==> src/rtl/acr_pkg.sv <==
// constants for the converter configuration register block
package acr_pkg;
    localparam logic [1:0]  ACR_PTR_CONFIG      = 2'h1;
    localparam logic [15:0] ACR_CFG_RESET       = 16'h8583;
    localparam int          ACR_BIT_START       = 15;
    localparam int          ACR_LSB_INPUT       = 12;
    localparam int          ACR_LSB_GAIN        = 9;
    localparam int          ACR_BIT_MODE        = 8;
    localparam int          ACR_LSB_RATE        = 5;
    localparam int          ACR_BIT_CMP_MODE    = 4;
    localparam int          ACR_BIT_POL         = 3;
    localparam int          ACR_BIT_LATCH       = 2;
    localparam int          ACR_LSB_QUEUE       = 0;
    localparam logic [1:0]  ACR_QUEUE_OFF       = 2'h3;
    localparam logic        ACR_MODE_CONT       = 1'b0;
    localparam logic        ACR_MODE_SINGLE     = 1'b1;
    localparam logic [2:0]  ACR_GAIN_6V144      = 3'h0;
    localparam logic [2:0]  ACR_GAIN_2V048      = 3'h2;
    localparam logic [2:0]  ACR_GAIN_0V256      = 3'h5;
    localparam logic [2:0]  ACR_RATE_860        = 3'h7;
    typedef enum logic [1:0] {
        ACR_ST_DOWN   = 2'b00,
        ACR_ST_SINGLE = 2'b01,
        ACR_ST_CONT   = 2'b10
    } acr_state_t;
endpackage : acr_pkg

==> src/rtl/acr_field_reg.sv <==
`timescale 1ns/10ps
// one writable field of the configuration register
module acr_field_reg #(
    parameter int          W   = 1,
    parameter logic [15:0] RST = 16'h0000
) (
    // clock and reset
    input  wire logic         sys_clk,
    input  wire logic         rst_n,
    // write side
    input  wire logic         wr_en,
    input  wire logic [W-1:0] wr_data,
    // stored value
    output logic      [W-1:0] q
);
    always_ff @(posedge sys_clk or negedge rst_n) begin
        if (!rst_n) begin
            q <= RST[W-1:0];
        end else if (wr_en) begin
            q <= wr_data;
        end
    end
endmodule // acr_field_reg

==> src/rtl/acr_config_reg.sv <==
`timescale 1ns/10ps
// converter configuration register with conversion start and status
// Function
// RL1 - pointer 01b selects this register; it powers up as 8583h
// RL2 - sixteen bits hold mode, input, rate, range and comparator controls
// RL3 - writing start bit 1 in power-down starts one conversion; 0 does nothing, except a write with mode bit 0 starts continuous
// RL4 - start writes act only in power-down; ignored during a conversion
// RL5 - start/status bit reads 0 while converting, 1 otherwise
// RL6 - single-shot returns to power-down after its conversion ends
// RL7 - gain field: 000 6.144 V, 010 2.048 V default, 101-111 0.256 V
// RL8 - mode bit 0 continuous, 1 single-shot with power-down, reset 1
// RL9 - rate field codes 000-111 give 8 to 860 SPS, reset 100
// RL10 - queue field needs 1, 2 or 4 exceedances; 11 disables the alert
module acr_config_reg (
    // clock and reset
    input  wire logic        sys_clk,
    input  wire logic        rst_n,
    // register access from the two-wire target engine
    input  wire logic [1:0]  reg_ptr,
    input  wire logic        wr_stb,
    input  wire logic [15:0] wr_data,
    output logic      [15:0] rd_data,
    // converter core handshake
    input  wire logic        conv_done,
    output logic             conv_start,
    output logic             conv_busy,
    // decoded controls
    output logic      [2:0]  input_select,
    output logic      [2:0]  gain_range_select,
    output logic             single_shot_mode,
    output logic      [2:0]  sample_rate_select,
    output logic             alert_window_mode,
    output logic             alert_polarity,
    output logic             alert_latch,
    output logic      [1:0]  alert_queue_count,
    output logic             alert_enable
);
    import acr_pkg::*;

    acr_state_t state_r;
    acr_state_t state_nxt;
    logic       start_r;
    logic [2:0] in_q;
    logic [2:0] gain_q;
    logic       mode_q;
    logic [2:0] rate_q;
    logic       cmp_win_q;
    logic       cmp_pol_q;
    logic       cmp_lat_q;
    logic [1:0] que_q;
    logic       alert_en_r;

    wire sel_cfg    = (reg_ptr == ACR_PTR_CONFIG); // RL1
    wire cfg_wr     = wr_stb && sel_cfg;
    wire powered_dn = (state_r == ACR_ST_DOWN);
    wire start_req  = cfg_wr && wr_data[ACR_BIT_START] && powered_dn; // RL3 RL4
    wire new_mode   = cfg_wr ? wr_data[ACR_BIT_MODE] : mode_q;
    wire busy_w     = (state_r != ACR_ST_DOWN);
    wire status_bit = ~busy_w; // RL5

    // field storage, one instance per field
    acr_field_reg #(.W(3), .RST(ACR_CFG_RESET >> ACR_LSB_INPUT)) u_in (
        .sys_clk (sys_clk),
        .rst_n   (rst_n),
        .wr_en   (cfg_wr),
        .wr_data (wr_data[ACR_LSB_INPUT +: 3]),
        .q       (in_q)
    ); // RL2
    acr_field_reg #(.W(3), .RST(ACR_CFG_RESET >> ACR_LSB_GAIN)) u_gain (
        .sys_clk (sys_clk),
        .rst_n   (rst_n),
        .wr_en   (cfg_wr),
        .wr_data (wr_data[ACR_LSB_GAIN +: 3]),
        .q       (gain_q)
    ); // RL7
    acr_field_reg #(.W(1), .RST(ACR_CFG_RESET >> ACR_BIT_MODE)) u_mode (
        .sys_clk (sys_clk),
        .rst_n   (rst_n),
        .wr_en   (cfg_wr),
        .wr_data (wr_data[ACR_BIT_MODE]),
        .q       (mode_q)
    ); // RL8
    acr_field_reg #(.W(3), .RST(ACR_CFG_RESET >> ACR_LSB_RATE)) u_rate (
        .sys_clk (sys_clk),
        .rst_n   (rst_n),
        .wr_en   (cfg_wr),
        .wr_data (wr_data[ACR_LSB_RATE +: 3]),
        .q       (rate_q)
    ); // RL9
    // comparator controls, one flop per single-bit field, two for the queue
    acr_field_reg #(.W(1), .RST(ACR_CFG_RESET >> ACR_BIT_CMP_MODE)) u_cmp_win (
        .sys_clk (sys_clk),
        .rst_n   (rst_n),
        .wr_en   (cfg_wr),
        .wr_data (wr_data[ACR_BIT_CMP_MODE]),
        .q       (cmp_win_q)
    ); // RL2
    acr_field_reg #(.W(1), .RST(ACR_CFG_RESET >> ACR_BIT_POL)) u_cmp_pol (
        .sys_clk (sys_clk),
        .rst_n   (rst_n),
        .wr_en   (cfg_wr),
        .wr_data (wr_data[ACR_BIT_POL]),
        .q       (cmp_pol_q)
    ); // RL2
    acr_field_reg #(.W(1), .RST(ACR_CFG_RESET >> ACR_BIT_LATCH)) u_cmp_lat (
        .sys_clk (sys_clk),
        .rst_n   (rst_n),
        .wr_en   (cfg_wr),
        .wr_data (wr_data[ACR_BIT_LATCH]),
        .q       (cmp_lat_q)
    ); // RL2
    acr_field_reg #(.W(2), .RST(ACR_CFG_RESET >> ACR_LSB_QUEUE)) u_que (
        .sys_clk (sys_clk),
        .rst_n   (rst_n),
        .wr_en   (cfg_wr),
        .wr_data (wr_data[ACR_LSB_QUEUE +: 2]),
        .q       (que_q)
    ); // RL10

    // conversion sequencing
    always_comb begin
        state_nxt = state_r;
        unique case (state_r)
            ACR_ST_DOWN: begin
                if (cfg_wr && new_mode == ACR_MODE_CONT) begin
                    state_nxt = ACR_ST_CONT;
                end else if (start_req) begin
                    state_nxt = ACR_ST_SINGLE; // RL3
                end
            end
            ACR_ST_SINGLE: begin
                if (conv_done) begin
                    state_nxt = (mode_q == ACR_MODE_CONT) ? ACR_ST_CONT : ACR_ST_DOWN; // RL6
                end
            end
            ACR_ST_CONT: begin
                if (new_mode == ACR_MODE_SINGLE) begin
                    state_nxt = ACR_ST_DOWN; // RL8
                end
            end
            default: begin
                state_nxt = ACR_ST_DOWN;
            end
        endcase
    end

    // a start pulse leaves power-down, or repeats after each continuous result
    wire leave_down = powered_dn && (state_nxt != ACR_ST_DOWN);
    wire stay_cont  = (state_r == ACR_ST_CONT) && (state_nxt == ACR_ST_CONT);
    wire cont_again = stay_cont && conv_done;
    wire start_nxt  = leave_down || cont_again; // RL3

    always_ff @(posedge sys_clk or negedge rst_n) begin
        if (!rst_n) begin
            state_r <= ACR_ST_DOWN;
        end else begin
            state_r <= state_nxt;
        end
    end

    always_ff @(posedge sys_clk or negedge rst_n) begin
        if (!rst_n) begin
            start_r <= 1'b0;
        end else begin
            start_r <= start_nxt;
        end
    end

    // readback and control outputs, all registered
    wire [2:0]  cmp_word = {cmp_win_q, cmp_pol_q, cmp_lat_q};
    wire [15:0] cfg_word = {status_bit, in_q, gain_q, mode_q, rate_q,
                            cmp_word, que_q}; // RL2 RL5
    wire [15:0] rd_nxt   = sel_cfg ? cfg_word : 16'h0000; // RL1
    wire        busy_nxt = (state_nxt != ACR_ST_DOWN);

    // alert enable follows the queue field in the same edge as its write
    wire [1:0]  que_nxt      = cfg_wr ? wr_data[ACR_LSB_QUEUE +: 2] : que_q;
    wire        alert_en_nxt = (que_nxt != ACR_QUEUE_OFF); // RL10
    wire [1:0]  que_rst      = ACR_CFG_RESET[ACR_LSB_QUEUE +: 2];
    wire        alert_en_rst = (que_rst != ACR_QUEUE_OFF);

    always_ff @(posedge sys_clk or negedge rst_n) begin
        if (!rst_n) begin
            alert_en_r <= (ACR_CFG_RESET[ACR_LSB_QUEUE +: 2] != ACR_QUEUE_OFF);
        end else begin
            alert_en_r <= alert_en_nxt;
        end
    end

    always_ff @(posedge sys_clk or negedge rst_n) begin
        if (!rst_n) begin
            rd_data   <= ACR_CFG_RESET; // RL1
            conv_busy <= 1'b0;
        end else begin
            rd_data   <= rd_nxt;
            conv_busy <= busy_nxt;
        end
    end

    assign conv_start         = start_r;
    assign input_select       = in_q;
    assign gain_range_select  = gain_q;
    assign single_shot_mode   = mode_q;
    assign sample_rate_select = rate_q;
    assign alert_window_mode  = cmp_win_q;
    assign alert_polarity     = cmp_pol_q;
    assign alert_latch        = cmp_lat_q;
    assign alert_queue_count  = que_q;
    // registered so the pin enable never glitches on a write
    assign alert_enable       = alert_en_r; // RL10
endmodule // acr_config_reg

==> config.mk <==
export PLATFORM = sky130hd
export DESIGN_NAME = acr_config_reg
export DESIGN_NICKNAME = d
export VERILOG_FILES = /design/src/rtl/acr_pkg.sv /design/src/rtl/acr_field_reg.sv /design/src/rtl/acr_config_reg.sv
export SDC_FILE = /design/constraint.sdc
export NUM_CORES = 1
export LEC_CHECK = 0
export BUFFER_PORTS_ARGS = -buffer_cell sky130_fd_sc_hd__buf_2
export CELL_PAD_IN_SITES_DETAIL_PLACEMENT = 1
export CELL_PAD_IN_SITES_GLOBAL_PLACEMENT = 2
export CORE_UTILIZATION = 30
export DETAILED_ROUTE_END_ITERATION = 7
export HOLD_SLACK_MARGIN = 0.05
export PLACE_DENSITY_LB_ADDON = 0.3
export SLEW_MARGIN = 20
export SYNTH_ARGS = -nofsm -noshare
export SYNTH_HDL_FRONTEND = slang
export SYNTH_SLANG_ARGS = --single-unit
==> constraint.sdc <==
create_clock -name sys_clk -period 1.3 [get_ports sys_clk]
set_clock_uncertainty 0.05 [all_clocks]
set_input_delay 0.13 -clock sys_clk [delete_from_list [all_inputs] [get_ports sys_clk]]
set_output_delay 0.13 -clock sys_clk [all_outputs]
set_load 0.02 [all_outputs]
==> summary.txt <==
Logic synthesis
  – Ys async rst share: 1.00
  – Cell Area, Synth: 0.00131 sq mm
  – Mapped Cells: 85
  – Number of distinct library cells after synthesis: 20
  – Most used DFF post-synth: dfrtp_1
  – Post-synthesis mux area share: 0.141
  – Synthesis-stage register bit count: 36
  – Largest family of logic cells by synthesized area: multiplexers
  – Yosys top cell by area: dfrtp_1
  – Top cells by count, synth: dfrtp_1, and2_1, mux2_2
  – Syn Nets: roughly 110
  – Post-synth EDFFs: 0
  – Sequential area share after synthesis: 0.699
  – Post-synthesis compound-gate area fraction: 0.0220
  – Top-area cell type share of the netlist area: 0.478
  – Yosys warnings: 0
  – Syn avg cell area: 15.4 sq um
  – Post-synthesis simple-gate area fraction: 0.123
  – Top-count cell post-synth: dfrtp_1
  – Post-Synth Adder-Cell Area: 0
  – Xor/xnor share of the synthesized area: 0
  – Largest cells by area after synthesis: dfrtp_1, dfstp_2, mux2_2, and2_1, nand3b_4

STA
  – Fmax: between 0.7 and 0.8 GHz
  – Period minus WS final: 1310 ps
  – Setup ws final: -13.4 ps
  – Period utilization: 1.01
  – Finish-stage setup viols: 1
  – Final Hold Viols: 0
  – Worst slew pin tran: ~440 ps
  – Hold slack: approximately 99 ps
  – Worst slew margin: 0.704
  – Max-slew violations: 0
  – Setup Total Neg Slack: -13.4 ps

Global routing
  – Met1 Use GR: 0.152
  – GRT overflow: 0
  – First-pass GRT wire length: 4750 um
  – M3 GR Usage: 0.0417
  – GRT Max-Usage Layer: met2
  – Antenna violations before repair: 0
  – Vias in the first global route: between 900 and 1000
  – GRT Overall Usage: 0.149
  – Met2 Resource Use GR: 0.270
  – Largest net degree at the start of global routing: 20

Worst setup path
  – Crit. End Element: flop
  – CP max FO: 3
  – Worst-path cell chain: inv_1 -> nor3_2 -> a211oi_2 -> a311oi_1
  – Worst endpoint required time: 1420 ps
  – Largest stage delay, worst path: 430 ps
  – Arrival @ worst endpoint: approximately 1400 ps
  – Worst path slowest cell: dfrtp_1
  – WS Path Type: flop to flop
  – Startpoint types: flop

Finish
  – Post-Layout Cell Count: 216
  – Ant diodes: 0
  – NumNets Final: 187
  – Fin area: 0.00195 sq mm
  – Area Growth Syn to Fin: 49.2%
  – Share of cells above drive strength 1: 0.584
  – Fillers: 455

Run
  – Max Cap Viol: 0

Pwr
  – VDD IR max: 0.641 mV
  – Pleak: 0.000981 uW
  – Power Density: about 1400 mW/mm^2

Die
  – Core ar.: 0.00409 sq mm
  – Initial Util: 0.320
  – Die Area: roughly 0.0046 sq mm
  – Die width: 68.1 um
  – FP Rows: 23
  – Die Ht: about 68 um
  – IO Pins: 56

Placed design
  – Placed Cells incl. Taps: 193
  – Placed inst area: 0.00169 sq mm
  – I/O Buffers: 55
  – Placer Congestion: 0.659
  – DP Wirelength: 2200 um

Clock tree
  – H-tree depth: 2
  – Skew-Pair Late Insertion Delay: 280 ps
  – CTS max path bufs: 2
  – Clock sinks: 36
  – CTS tree: built
  – Clock transition at the registers of the reported paths: 70 ps
  – TritonCTS Buffers: 5
  – Setup Buffers After CTS: 0
  – CTS root buffer: clkbuf_8

Route
  – WL/cell: between 10 and 15 um
  – Detailed Route WL: approximately 3100 um
  – Final ANT Viol Nets: 0
  – First DRT Iteration DRCs: 42
  – DR pass1 iterations: 4
  – Via density: roughly 4.5
  – Routed via count: 963
  – Residual DRC: 0

Run status
  – Violated checks: negative setup slack
  – Run status: complete, but fails checks

Hold path
  – HP Class: input port to flop
==> metal layers <==
metal	share of wire	wire, um	up-vias
met4	0.020	61	0
met3	0.047	145	7
met2	0.57	1750	26
li1	-	-	443
met5	0	0	-
met1	0.37	1140	487
==> placed cells by master (no fill, tap or decap) <==
cell type and count:
buf_2 55, dfrtp_1 25, mux2_2 15, and2_1 15
dlygate4sd3_1 15, dfstp_2 11, clkbuf_8 6, buf_4 4
inv_1 3, clkbuf_1 2, nand3b_4 1, mux2_4 1
and2b_1 1, nand4_1 1, nor2_1 1, nor3_2 1
nor3_1 1, nor4b_4 1, a211oi_2 1, o21ai_1 1
o21a_1 1, a311oi_1 1, nor3b_1 1, nand2_1 1
buf_12 1
==> sequential cells by signal, indices dropped and copies added (netlist names) <==
register	flops
rd_data	16
u_gain.q	3
u_in.q	3
u_rate.q	3
state_r	2
u_que.q	2
alert_enable	1
conv_busy	1
conv_start	1
u_cmp_lat.q	1
u_cmp_pol.q	1
u_cmp_win.q	1
u_mode.q	1
==> repair_timing <==
action / 4_1_cts / 5_1_grt
pin swaps: 0 / 1
endpoints found under the hold margin: 27 / 0
endpoints found under the setup margin: 2 / 2
hold buffers: 15 / 0
resized for setup: 3 / 2
==> cells by family after synthesis <==
| logic type | after synthesis |
|---|---|
| AO/OA/AOI/OAI | 4 |
| buffers and inverters | 5 |
| flip-flops | 36 |
| multiplexers | 16 |
| AND/OR/NAND/NOR | 24 |
==> through the flow <==
step	util	worst slack (ps)	power, uW
5_1_grt	0.478	-77.2	2940
2_1_floorplan	-	33.2	1720
3_5_place_dp	0.413	-70.2	1980
6_report	0.478	-13.4	2800
4_1_cts	0.476	33.6	2830
3_3_place_gp	0.413	49.9	1950
==> worst max-delay path, delay by kind of cell (launching register included) <==
kind                   cells  cell delay, ps
buffers and inverters      1             100
and+or+nand+nor            1             190
AOI/OAI and AO/OA          2             430
DFF                        1             430
==> power by group <==
group	internal, uW	switching [uW]	total (uW)
logic	270	347	617
clock network	432	365	797
registers	1300	87.4	1380
==> worst paths after layout <==
| check | startpoint | slack [ps] | cells after the start | endpoint |
|---|---|---|---|---|
| worst min-delay path | wr_data[8] | 100 | 2 | u_mode.q |
| worst max-delay path | state_r[1] | -10 | 4 | conv_start |
| worst min register to register | u_que.q[0] | 450 | 1 | rd_data[0] |
| min in group asynchronous | rst_n | 280 | 2 | state_r[0] |
| max in group asynchronous | rst_n | 390 | 3 | u_que.q[1] |
| worst max register to register | state_r[1] | -10 | 4 | conv_start |
==> layout make-up <==
class	count	area, sq um	share of cell area
flip-flops and latches	36	915	0.468
repair buffers	75	475	0.243
multi-input cells	44	399	0.204
clock buffers	8	90.1	0.0461
well taps	50	62.6	0.0320
inverters	3	11.3	0.00577
Note: power is estimated with default switching activity, not from simulation.
